[src/dsf_defines.svh]
// Register map, field positions, reset values and timing counts
`ifndef DSF_DEFINES_SVH
`define DSF_DEFINES_SVH

`define DSF_ADDR_CTRL        12'h000
`define DSF_ADDR_IRQ_STATUS  12'h004
`define DSF_ADDR_IRQ_MASK    12'h008
`define DSF_IDX_STATUS       12'h06f
`define DSF_ADDR_STATUS      (`DSF_IDX_STATUS << 2)

`define DSF_BIT_STST         31
`define DSF_BIT_QUIET        30
`define DSF_CS_HI            20
`define DSF_CS_LO            16
`define DSF_TEMP_HI          11
`define DSF_TEMP_LO          8
`define DSF_OL_HI            7
`define DSF_OL_LO            6
`define DSF_SHORT_HI         5
`define DSF_SHORT_LO         2
`define DSF_BIT_OT           1
`define DSF_BIT_OTPW         0
`define DSF_RSV_HI_HI        29
`define DSF_RSV_HI_LO        21
`define DSF_RSV_LO_HI        15
`define DSF_RSV_LO_LO        12

`define DSF_TEMP_157         3
`define DSF_TEMP_150         2
`define DSF_TEMP_143         1
`define DSF_TEMP_120         0

`define DSF_CTRL_CHOPPER_OFF_TIME_HI     3
`define DSF_CTRL_CHOPPER_OFF_TIME_LO     0
`define DSF_CTRL_QUIET       4
`define DSF_CTRL_OTSEL       5
`define DSF_CTRL_OFS_HI      15
`define DSF_CTRL_OFS_LO      8

`define DSF_RST_CHOPPER_OFF_TIME         4'h3
`define DSF_RST_QUIET        1'b1
`define DSF_RST_OTSEL        1'b0
`define DSF_RST_OFS          8'h24
`define DSF_RST_MASK         5'h00

`define DSF_IRQ_STST         0
`define DSF_IRQ_SHORT        1
`define DSF_IRQ_OT           2
`define DSF_IRQ_OTPW         3
`define DSF_IRQ_OL           4

`define DSF_STANDSTILL_CYCLES 1048576
`define DSF_PWM_DIV          4
`define DSF_CS_SHIFT         5

`endif

[src/dsf_pkg.sv]
// Types shared by the driver status flag block
`default_nettype none
package dsf_pkg;
  typedef enum logic [1:0] {
    DSF_OT_RUN  = 2'b01,
    DSF_OT_SHUT = 2'b10
  } dsf_ot_state_type;
  typedef logic [3:0] dsf_short_type;
  typedef logic [4:0] dsf_irq_type;
endpackage : dsf_pkg
`default_nettype wire

[src/dsf_top.sv]
// Driver status word with protection logic and APB register slave
//
// Register access over APB was decided locally.
`timescale 1ns/1ps
`default_nettype none
`include "dsf_defines.svh"
// Behaviour
// - Standstill bit 31 after 2^20 idle clocks
// - Bit 30 shows quiet chopper active
// - Bits 20:16 return applied current scale
// - Bits 11:8 mirror four temperature comparators
// - Open load bits 7:6, no protective action
// - Low-side short sets bit 5/4, disables driver
// - Ground short sets bit 3/2, disables driver
// - Short flags held until driver switched off
// - Separate short flag set per chopper mode
// - Overtemp limit sets bit 1, bridges off
// - Bridges stay off until prewarning clears
// - One shutdown flag for both bridges
// - Bit 0 shows prewarning threshold exceeded
// - Quiet mode drives coil by voltage PWM
module dsf_top #(
  parameter int STANDSTILL_CYCLES = `DSF_STANDSTILL_CYCLES,
  parameter int PWM_DIV           = `DSF_PWM_DIV
) (
  input  wire logic                  pclk,
  input  wire logic                  presetn,
  input  wire logic                  psel,
  input  wire logic                  penable,
  input  wire logic                  pwrite,
  input  wire logic [11:0]           paddr,
  input  wire logic [31:0]           pwdata,
  input  wire logic [3:0]            pstrb,
  output var  logic [31:0]           prdata,
  output var  logic                  pready,
  output var  logic                  pslverr,
  input  wire logic                  step_pulse,
  input  wire logic                  enable_low_input,
  input  wire logic [4:0]            cs_actual,
  input  wire logic [3:0]            temp_cmp,
  input  wire logic                  open_load_phase_a,
  input  wire logic                  open_load_phase_b,
  input  wire logic                  lowside_short_phase_a,
  input  wire logic                  lowside_short_phase_b,
  input  wire logic                  ground_short_phase_a,
  input  wire logic                  ground_short_phase_b,
  output var  logic                  bridge_enable,
  output var  logic                  coil_pwm,
  output var  logic                  irq
);
  import dsf_pkg::*;

  logic [3:0]       chopper_off_time;
  logic             quiet_mode;
  logic             ot_select;
  logic [7:0]       pwm_offset;
  dsf_irq_type      irq_mask;
  dsf_irq_type      irq_status;
  dsf_irq_type      irq_read;
  dsf_irq_type      irq_event;
  dsf_ot_state_type ot_state;
  dsf_ot_state_type next_ot_state;
  dsf_short_type    short_det;
  dsf_short_type    short_set [2];
  dsf_short_type    short_shown;
  dsf_short_type    short_prev;
  logic             stst;
  logic             stst_prev;
  logic             otpw_prev;
  logic [1:0]       ol_prev;
  logic             driver_off;
  logic             shut_cmp;
  logic             warn_cmp;
  logic             next_bridge;
  logic [31:0]      driver_fault_status;
  logic [31:0]      ctrl_word;
  logic [31:0]      next_prdata;
  logic             next_slverr;
  logic             apb_setup;
  logic             apb_done;
  logic             wr_ctrl;
  logic             wr_mask;
  logic             rd_irq;
  logic [7:0]       pwm_cnt;
  logic [7:0]       pwm_duty;
  logic [13:0]      amp_prod;
  logic [8:0]       amp;
  logic             pwm_tick;
  logic [$clog2(PWM_DIV+1)-1:0] div_cnt;

  assign apb_setup = psel & ~penable;
  assign apb_done  = psel & penable & pready;
  assign wr_ctrl   = apb_done & pwrite & (paddr == `DSF_ADDR_CTRL);
  assign wr_mask   = apb_done & pwrite & (paddr == `DSF_ADDR_IRQ_MASK);
  assign rd_irq    = apb_done & ~pwrite & (paddr == `DSF_ADDR_IRQ_STATUS);

  assign short_det = {lowside_short_phase_b, lowside_short_phase_a,
                      ground_short_phase_b, ground_short_phase_a};
  assign driver_off = enable_low_input | (chopper_off_time == 4'h0);
  assign shut_cmp = ot_select ? temp_cmp[`DSF_TEMP_157]
                              : temp_cmp[`DSF_TEMP_150];
  assign warn_cmp = ot_select ? temp_cmp[`DSF_TEMP_143]
                              : temp_cmp[`DSF_TEMP_120];

  // Standstill timer
  dsf_standstill #(
    .CYCLES     (STANDSTILL_CYCLES)
  ) dsf_standstill_inst (
    .pclk       (pclk),
    .presetn    (presetn),
    .step_pulse (step_pulse),
    .stst       (stst)
  );

  // One short flag set per chopper mode, index 1 is the quiet mode
  for (genvar g = 0; g < 2; g++) begin : g_short
    dsf_short_latch dsf_short_latch_inst (
      .pclk    (pclk),
      .presetn (presetn),
      .arm     (quiet_mode == g[0] && !driver_off),
      .clr     (driver_off),
      .det     (short_det),
      .flags   (short_set[g])
    );
  end
  assign short_shown = short_set[quiet_mode];

  // Overtemperature shutdown, common to both bridges
  always_comb begin
    next_ot_state = ot_state;
    case (ot_state)
      DSF_OT_RUN:  if (shut_cmp) next_ot_state = DSF_OT_SHUT;
      DSF_OT_SHUT: if (!shut_cmp && !warn_cmp) begin
        next_ot_state = DSF_OT_RUN;
      end
      default:     next_ot_state = DSF_OT_SHUT;
    endcase
  end

  always_ff @(posedge pclk or negedge presetn) begin
    if (!presetn) ot_state <= DSF_OT_RUN;
    else          ot_state <= next_ot_state;
  end

  // Bridge enable: open load plays no part here
  assign next_bridge = !driver_off && (short_det == 4'h0) &&
                       (short_shown == 4'h0) && !shut_cmp &&
                       (ot_state == DSF_OT_RUN);

  always_ff @(posedge pclk or negedge presetn) begin
    if (!presetn) bridge_enable <= 1'b0;
    else          bridge_enable <= next_bridge;
  end

  // Status word assembly
  always_comb begin
    driver_fault_status = 32'h0000_0000;
    driver_fault_status[`DSF_BIT_STST] = stst;
    driver_fault_status[`DSF_BIT_QUIET] = quiet_mode;
    driver_fault_status[`DSF_CS_HI:`DSF_CS_LO] = cs_actual;
    driver_fault_status[`DSF_TEMP_HI:`DSF_TEMP_LO] = temp_cmp;
    driver_fault_status[`DSF_OL_HI:`DSF_OL_LO] =
      {open_load_phase_b, open_load_phase_a};
    driver_fault_status[`DSF_SHORT_HI:`DSF_SHORT_LO] = short_shown;
    driver_fault_status[`DSF_BIT_OT] = (ot_state == DSF_OT_SHUT);
    driver_fault_status[`DSF_BIT_OTPW] = warn_cmp;
  end

  always_comb begin
    ctrl_word = 32'h0000_0000;
    ctrl_word[`DSF_CTRL_CHOPPER_OFF_TIME_HI:`DSF_CTRL_CHOPPER_OFF_TIME_LO] = chopper_off_time;
    ctrl_word[`DSF_CTRL_QUIET] = quiet_mode;
    ctrl_word[`DSF_CTRL_OTSEL] = ot_select;
    ctrl_word[`DSF_CTRL_OFS_HI:`DSF_CTRL_OFS_LO] = pwm_offset;
  end

  // Read mux, unmapped addresses answer with an error
  always_comb begin
    next_prdata = 32'h0000_0000;
    next_slverr = 1'b0;
    case (paddr)
      `DSF_ADDR_CTRL:       next_prdata = ctrl_word;
      `DSF_ADDR_IRQ_STATUS: next_prdata = {27'h0, irq_status};
      `DSF_ADDR_IRQ_MASK:   next_prdata = {27'h0, irq_mask};
      `DSF_ADDR_STATUS:     next_prdata = pwrite ? 32'h0 : driver_fault_status;
      default:              next_slverr = 1'b1;
    endcase
  end

  // APB answer: one wait-free access phase
  always_ff @(posedge pclk or negedge presetn) begin
    if (!presetn) begin
      pready  <= 1'b0;
      pslverr <= 1'b0;
      prdata  <= 32'h0000_0000;
    end else begin
      pready  <= apb_setup;
      pslverr <= apb_setup & next_slverr;
      if (apb_setup) prdata <= next_prdata;
    end
  end

  // Control register; status word has no write path
  always_ff @(posedge pclk or negedge presetn) begin
    if (!presetn) begin
      chopper_off_time <= `DSF_RST_CHOPPER_OFF_TIME;
      quiet_mode       <= `DSF_RST_QUIET;
      ot_select        <= `DSF_RST_OTSEL;
      pwm_offset       <= `DSF_RST_OFS;
    end else if (wr_ctrl) begin
      if (pstrb[0]) begin
        chopper_off_time <= pwdata[`DSF_CTRL_CHOPPER_OFF_TIME_HI:`DSF_CTRL_CHOPPER_OFF_TIME_LO];
        quiet_mode       <= pwdata[`DSF_CTRL_QUIET];
        ot_select        <= pwdata[`DSF_CTRL_OTSEL];
      end
      if (pstrb[1]) pwm_offset <= pwdata[`DSF_CTRL_OFS_HI:`DSF_CTRL_OFS_LO];
    end
  end

  always_ff @(posedge pclk or negedge presetn) begin
    if (!presetn)                 irq_mask <= `DSF_RST_MASK;
    else if (wr_mask && pstrb[0]) irq_mask <= pwdata[4:0];
  end

  // Event detection
  always_ff @(posedge pclk or negedge presetn) begin
    if (!presetn) begin
      stst_prev  <= 1'b0;
      otpw_prev  <= 1'b0;
      ol_prev    <= 2'b00;
      short_prev <= '0;
    end else begin
      stst_prev  <= stst;
      otpw_prev  <= warn_cmp;
      ol_prev    <= {open_load_phase_b, open_load_phase_a};
      short_prev <= short_shown;
    end
  end

  always_comb begin
    irq_event = '0;
    irq_event[`DSF_IRQ_STST]  = stst & ~stst_prev;
    irq_event[`DSF_IRQ_SHORT] = |(short_shown & ~short_prev);
    irq_event[`DSF_IRQ_OT]    = (next_ot_state == DSF_OT_SHUT) &&
                                (ot_state == DSF_OT_RUN);
    irq_event[`DSF_IRQ_OTPW]  = warn_cmp & ~otpw_prev;
    irq_event[`DSF_IRQ_OL]    =
      |({open_load_phase_b, open_load_phase_a} & ~ol_prev);
  end

  // Sticky status: read clears only bits returned, new events win
  assign irq_read = rd_irq ? prdata[4:0] : '0;

  always_ff @(posedge pclk or negedge presetn) begin
    if (!presetn) irq_status <= '0;
    else          irq_status <= (irq_status & ~irq_read) | irq_event;
  end

  always_ff @(posedge pclk or negedge presetn) begin
    if (!presetn) irq <= 1'b0;
    else          irq <= |(((irq_status & ~irq_read) | irq_event) & irq_mask);
  end

  // Voltage-mode PWM for the quiet chopper
  always_ff @(posedge pclk or negedge presetn) begin
    if (!presetn) begin
      div_cnt  <= '0;
      pwm_tick <= 1'b0;
    end else if (div_cnt == ($bits(div_cnt))'(PWM_DIV - 1)) begin
      div_cnt  <= '0;
      pwm_tick <= 1'b1;
    end else begin
      div_cnt  <= div_cnt + ($bits(div_cnt))'(1);
      pwm_tick <= 1'b0;
    end
  end

  assign amp_prod = 14'(pwm_offset) * 14'({1'b0, cs_actual} + 6'h01);
  assign amp      = 9'(amp_prod >> `DSF_CS_SHIFT);
  assign pwm_duty = amp[8] ? 8'hff : amp[7:0];

  always_ff @(posedge pclk or negedge presetn) begin
    if (!presetn)      pwm_cnt <= 8'h00;
    else if (pwm_tick) pwm_cnt <= pwm_cnt + 8'h01;
  end

  always_ff @(posedge pclk or negedge presetn) begin
    if (!presetn) coil_pwm <= 1'b0;
    else coil_pwm <= quiet_mode & next_bridge & (pwm_cnt < pwm_duty);
  end

  logic rd_status;
  assign rd_status = apb_done & ~pwrite & (paddr == `DSF_ADDR_STATUS);
endmodule : dsf_top
`default_nettype wire

[src/dsf_standstill.sv]
// Standstill timer restarted by every step pulse
`timescale 1ns/1ps
`default_nettype none
`include "dsf_defines.svh"
module dsf_standstill #(
  parameter int CYCLES = `DSF_STANDSTILL_CYCLES
) (
  input  wire logic pclk,
  input  wire logic presetn,
  input  wire logic step_pulse,
  output var  logic stst
);
  localparam int CW = $clog2(CYCLES + 1);
  logic [CW-1:0] cnt;

  always_ff @(posedge pclk or negedge presetn) begin
    if (!presetn) begin
      cnt  <= '0;
      stst <= 1'b0;
    end else if (step_pulse) begin
      cnt  <= '0;
      stst <= 1'b0;
    end else if (cnt == CW'(CYCLES - 1)) begin
      stst <= 1'b1;
    end else begin
      cnt  <= cnt + CW'(1);
    end
  end
endmodule : dsf_standstill
`default_nettype wire

[src/dsf_short_latch.sv]
// Latched short-circuit flags for one chopper mode
`timescale 1ns/1ps
`default_nettype none
module dsf_short_latch (
  input  wire logic                  pclk,
  input  wire logic                  presetn,
  input  wire logic                  arm,
  input  wire logic                  clr,
  input  wire dsf_pkg::dsf_short_type det,
  output var  dsf_pkg::dsf_short_type flags
);
  import dsf_pkg::*;

  always_ff @(posedge pclk or negedge presetn) begin
    if (!presetn) begin
      flags <= '0;
    end else if (clr) begin
      flags <= '0;
    end else if (arm) begin
      flags <= flags | det;
    end
  end
endmodule : dsf_short_latch
`default_nettype wire

[config.mk]
export PLATFORM = sky130hd
export DESIGN_NAME = dsf_top
export DESIGN_NICKNAME = d
export VERILOG_FILES = /design/src/dsf_pkg.sv /design/src/dsf_top.sv /design/src/dsf_standstill.sv /design/src/dsf_short_latch.sv
export VERILOG_INCLUDE_DIRS = /design/src
export SDC_FILE = /design/constraint.sdc
export NUM_CORES = 1
export LEC_CHECK = 0
export BUFFER_PORTS_ARGS = -buffer_cell sky130_fd_sc_hd__buf_2
export CAP_MARGIN = 20
export CORE_ASPECT_RATIO = 0.6
export CORE_MARGIN = 5
export CORE_UTILIZATION = 52
export CTS_CLUSTER_DIAMETER = 80
export DETAILED_ROUTE_END_ITERATION = 10
export GPL_TIMING_DRIVEN = 1
export PLACE_DENSITY_LB_ADDON = 0.12
export SLEW_MARGIN = 25
export SYNTH_ARGS = -nofsm -noshare
export SYNTH_HDL_FRONTEND = slang
export SYNTH_SLANG_ARGS = --single-unit
[constraint.sdc]
create_clock -name pclk -period 4.97 [get_ports pclk]
set_input_delay 1.2425 -clock pclk [delete_from_list [all_inputs] [get_ports pclk]]
set_output_delay 1.2425 -clock pclk [all_outputs]
set_load 0.02 [all_outputs]
## Word-level counts from Yosys, hierarchy flattened

Cells that the tools add are included.

| storage, ports and cells | value |
|---|---|
| bits of input ports | 70 |
| logic and storage cells | 118 |
| output and inout bits | 37 |
| bits in registers | 113 |

| operators by class | value |
|---|---|
| eq/ne operators | 9 |
| multiply operators | 1 |
| $lt $le $gt $ge | 2 |
| $add $sub $neg | 4 |
| bitwise operators | 30 |
| reductions and logical operators | 25 |
| muxes and demuxes | 23 |

Operators with widths:

| cell | number |
|---|---|
| 32-bit one-hot mux with 4 select lines | 1 |
| 21-bit two-way mux | 2 |
| 32-bit two-way mux | 1 |
| 4-bit two-way mux | 7 |
| 21-bit by 1-bit adder with 21-bit output (second input constant) | 1 |
| 21-bit by 20-bit equality test with 1-bit output (second input constant) | 1 |
| 8-bit by 6-bit multiplier with 14-bit output | 1 |
| 1-bit bitwise AND | 13 |
| 12-bit by 3-bit equality test with 1-bit output (second input constant) | 1 |
| 12-bit by 4-bit equality test with 1-bit output (second input constant) | 1 |
| 12-bit by 9-bit equality test with 1-bit output (second input constant) | 1 |
| 12-bit logical NOT | 1 |
| 4-bit logical NOT | 3 |
| 5-bit bitwise AND | 2 |
| 1-bit logical AND | 9 |
| 8-bit by 1-bit adder with 8-bit output (second input constant) | 1 |
| 8-bit less-than comparator | 1 |
| 8-bit two-way mux | 1 |
| 4-bit bitwise OR | 2 |
| 4-bit OR reduction | 2 |
| 5-bit by 1-bit adder with 6-bit output (second input constant) | 1 |
| 1-bit two-way mux | 6 |
| 2-bit nonzero test | 3 |
| 5-bit two-way mux | 1 |
| other kinds (22) | 31 |

## Depth between registers and ports, before layout

| logic depth | value |
|---|---|
| word-level depth | 10 |
| mapped depth | 22 |
| depth with buffers taken out | 22 |

## Cells and area by module

A second synthesis with hierarchy kept.

| unflattened totals | value |
|---|---|
| cells, all modules | 682 |
| area, all modules | 6747.7 sq um |

By module, submodules not included:

| module | times used | area an instance (sq um) | seq. area each (sq um) | cells an instance |
|---|---|---|---|---|
| dsf_top | 1 | 5144.9 | 1859.3 | 522 |
| dsf_standstill | 1 | 1332.5 | 550.5 | 136 |
| dsf_short_latch | 2 | 135.1 | 100.1 | 12 |

## Least setup slack after synthesis

Ideal clock, no wire load.

| timing path | value |
|---|---|
| path type | input to register |
| start point | input cs_actual[0] |
| end point | register coil_pwm |
| stages | 20 |
| arrival | 6.130 ns |
| path buffers | 0 |
| path slack | -1.228 ns |
| library setup time | 0.068 ns |
| required time | 4.902 ns |
| cell sequence | ha_1 > nand3_1 > xnor2_1 > and2_1 > fa_1 > fa_1 > inv_1 > fa_1 > inv_1 > ha_1 > a21oi_1 > o21ai_0 > a21o_1 > a311oi_1 > a211oi_1 > ha_1 > a21o_1 > a211oi_1 > o2111a_1 > o41a_1 |

| on the way | value |
|---|---|
| cells in the longest elaborated chain, start to end | 5 |

RTL lines:

| what | RTL line | source |
|---|---|---|
| start: declaration | dsf_top.sv:39 | `input wire logic [4:0] cs_actual,` |
| 5-bit by 1-bit adder with 6-bit output | dsf_top.sv:278 | `assign amp_prod = 14'(pwm_offset) * 14'({1'b0, cs_actual} + 6'h01);` |
| 8-bit by 6-bit multiplier with 14-bit output | dsf_top.sv:278 |  |
| 8-bit two-way mux | dsf_top.sv:280 | `assign pwm_duty = amp[8] ? 8'hff : amp[7:0];` |
| 8-bit less-than comparator | dsf_top.sv:289 | `else coil_pwm <= quiet_mode & next_bridge & (pwm_cnt < pwm_duty);` |
| 1-bit bitwise AND | dsf_top.sv:289 |  |
| end signal: assignment | dsf_top.sv:289 |  |
| end: declaration | dsf_top.sv:48 | `output var logic coil_pwm,` |

Every way passes these cells.
A chain may end at the register's enable or synchronous reset.

## Worst setup path in the final report

Same ends and word-level chain as after synthesis.

==> metrics <==
Pwr Total approximately 1.8 mW; Cells on Worst Hold Path 1; Comb power frac between 10 and 15%; Antenna Nets Post-Route 0; fraction of synthesized area in multiplexers about 5%; RR Startpoint pwm_offset[5]; type of the most critical hold path flop to flop; # port buffers 77; Initial DRC Count 355; Seq pwr share 48.3%; final hold vios 0; EDFF count, synth 0; Synth area leaders dfrtp_1, fa_1, ha_1; FF-to-FF End coil_pwm; first-pass GRT wire length about 27000 µm; post-layout min period about 5.6 ns; Initial Utilization a little over half; Slew HR a little under two fifths; layout cells sized above 1 a little under a third; ANT cells 0; Multi-input gate area about 3800 µm²; Sw Pwr approximately 0.47 mW; setup slack, reg-to-reg around 0.19 ns; initial antenna violation count 0; FF-to-FF path depth 17; xor-xnor portion of the synthesized cell area roughly 2.9%; #FFs+latches synth 104; hold endpoint pwm_tick; Die Y between 90 and 100 µm; Switching Fraction between 20% and 30%; DRC Markers 0; Clock Tree Buf Depth 2; met1 wire length between 7000 and 8000 µm; RSZ-0062 raised after global routing true; root buf cell clkbuf_16; Post-Synth Simple-Gate Area roughly a fifth; post-DP HPWL approximately 12000 µm; Num CTS Buffers 9; area share of fa/ha/maj cells after synthesis a little over an eighth; max-cap check violation count 0; FP Rows 31; clk_lat worst skew roughly 0.35 ns; top-area cell type share of the netlist area around two fifths; clock share of power about two fifths; Syn Inst Count 657; Reg clk slew, reported paths ~0.08 ns; setup ws final -0.652 ns; FMAX around 180 MHz; FF/Latch Area approximately 2600 µm²; Synth warnings 0; asr flop ratio synth 100%; prevailing post-synth register cell dfrtp_1; fill count around 970; violated checks setup timing; met2 wire len 7040 µm; outcome complete, but fails checks; top cell type by total area after synthesis dfrtp_1; # clock sinks between 100 and 150; sequential fraction of the synthesis area a little over 40%; CTS tree yes; Synth Cell Area 6430 µm²; Core ar. about 12000 µm²; total detailed-routing wirelength ~16000 µm; peak supply drop around 0.17 mV; Unique masters post-synth 66; Required @ worst endpoint 5.26 ns; Avg Cell Area, Syn 9.79 µm²; largest net degree at the start of global routing just under 70; largest family of logic cells by synthesized area simple AND/OR/NAND/NOR gates; io pins ~110; WL/cell around 16 µm; Tcrit/Tclk final 113%; CP Max Fanout 5; vias in the first global route 5369; area grow syn2layout 25.0%; total negative slack -0.652 ns; HP Start div_cnt[2]; nets 910; Tot GR Track Use between 20% and 30%; internal power around 1.3 mW; pwr dens between 200 and 250 nW/µm²; met3 WL between 700 and 800 µm; critical path launch point type input port; Top Metal Used met4; Compound-Gate Fraction of Synth Area between 10% and 20%; routability cong. between 0.9 and 1; vias about 5300; Post-Place Cell Area 7500 µm²; Vias/cell 5.53; max-slew violations 0; LEAKAGE between 3 and 4 nW; GRT overflow 0; Worst Skew 0.00858 ns; worst setup path class input port to flop; Finished Cell Area 8050 µm²; Worst setup EP type flop; TritonRoute pass-1 iters 5; CTS HTree Levels 3; Horiz. Die Dim between 150 and 200 µm; die area between 10000 and 15000 µm²; final setup vio count 1; Slew @ Worst Pin 0.928 ns; CP Data Arrival Time between 5 and 6 ns
[worst max-delay path, cell delays in order]
cell and delay, ns:
buf_4 0.10, buf_6 0.10, nand3_4 0.09, xnor2_4 0.15, buf_4 0.16, buf_4 0.13, buf_4 0.12, and2_1 0.15
ha_1 0.29, ha_1 0.31, inv_2 0.05, fa_1 0.53, inv_1 0.07, ha_4 0.27, nand4_1 0.18, o21ai_4 0.30
a2111oi_4 0.11, or3b_4 0.38, a211oi_2 0.19, ha_1 0.27, a21o_1 0.17, a211oi_2 0.21, o2111a_1 0.21, o41a_1 0.13
[registers in the layout (all words and copies together), names as in the netlist]
name	flops
bridge_enable	1
chopper_off_time	4
coil_pwm	1
div_cnt	3
dsf_standstill_inst.cnt	21
dsf_standstill_inst.stst	1
g_short.dsf_short_latch_inst.flags	8
irq	1
irq_mask	5
irq_status	5
ol_prev	2
ot_select	1
ot_state	2
otpw_prev	1
prdata	23
pready	1
pslverr	1
pwm_cnt	8
pwm_offset	8
pwm_tick	1
quiet_mode	1
short_prev	4
stst_prev	1
[final cells by class]
cell class	instances	share of cell area (%)
timing repair buffer	131	10.5
sequential	104	32.4
multi-input combinational	477	47.8
tap	165	2.57
clock inverter	7	1.10
inverter	61	2.85
clock buffer	9	2.80
[timing repair]
item / CTS / global route
gates cloned: 0 / 0
pin swaps: 28 / 15
hold endpoints to repair: 0 / 0
buffers inserted: 9 / 3
setup endpoints to repair: 1 / 1
hold buffers: 0 / 0
gates resized for setup: 20 / 12
[worst max path at each step]
stage	startpoint	endpoint	slack (ns)	depth (start not counted)
global placement	cs_actual[1]	coil_pwm	-1.02	21
global route	cs_actual[0]	coil_pwm	-0.83	21
finish	cs_actual[0]	coil_pwm	-0.65	24
floorplan	cs_actual[1]	coil_pwm	-0.60	19
CTS	cs_actual[1]	coil_pwm	-0.62	20
detailed placement	cs_actual[1]	coil_pwm	-1.11	22
[power groups by stage]
stage | Sequential, mW | Clock [mW] | Combinational, mW
finish | 0.879 | 0.744 | 0.198
global placement | 0.894 | 0 | 0.180
CTS | 0.879 | 0.760 | 0.198
detailed placement | 0.895 | 0 | 0.190
floorplan | 0.899 | 0 | 0.0970
global route | 0.881 | 0.799 | 0.217
[logic make-up (layout without fill, tap and decap cells)]
kind of cell | count (synthesis) | after routing
XOR/XNOR | 21 | 21
flip-flops | 104 | 104
AND/OR/NAND/NOR | 246 | 246
AO/OA/AOI/OAI | 116 | 116
buffers and inverters | 84 | 208
adder cells (fa/ha/maj) | 56 | 56
multiplexers | 29 | 29
other | 1 | 9
[synth_stat cells, drive strengths merged (13+ instances only)]
| master | n |
|---|---|
| dfrtp | 98 |
| inv | 60 |
| nor2 | 43 |
| a21oi | 35 |
| nand2 | 63 |
| and2 | 28 |
| ha | 32 |
| fa | 24 |
| mux2 | 25 |
| o21ai | 20 |
| nor3 | 13 |
| nand3 | 33 |
| buf | 14 |
[cell usage in the layout (no fill, tap or decap), drive strengths merged, types with 5 or more instances in the layout]
cell    Yosys  routed
clkbuf      9       9
a21oi      35      35
fa         24      24
nor2       43      43
nand3      33      33
dfrtp      98      98
a211oi      5       5
or3         6       6
ha         32      32
buf        14     131
conb        1       9
mux2       25      25
nor3       13      13
and2       28      28
nor2b      12      12
xnor2      12      12
o21ai      20      20
and3       11      11
or2         7       7
inv        60      63
xor2        9       9
nand4       6       6
dfstp       6       6
a22oi       8       8
a21o        5       5
nand2      63      63
a31oi       6       6
nor4        7       7
[per-layer routing]
layer | vias up | GRT usage (%)
li1 | 2523 | -
met1 | 2614 | 32.2
met2 | 121 | 35.9
met3 | 18 | 4.31
met4 | 0 | 4.48
met5 | - | 0
[per-stage QoR]
stage / worst slack, ns / utilization, % / hold slack [ns] / instances
after floorplan: -0.604 / - / 0.387 / 665
after global placement: -1.02 / 62.0 / 0.421 / 926
after detailed placement: -1.11 / 62.0 / 0.420 / 926
after CTS: -0.625 / 66.0 / 0.428 / 951
after global routing: -0.831 / 66.5 / 0.471 / 954
final: -0.652 / 66.5 / 0.431 / 954
No activity file was read; power rests on OpenSTA's default activity.
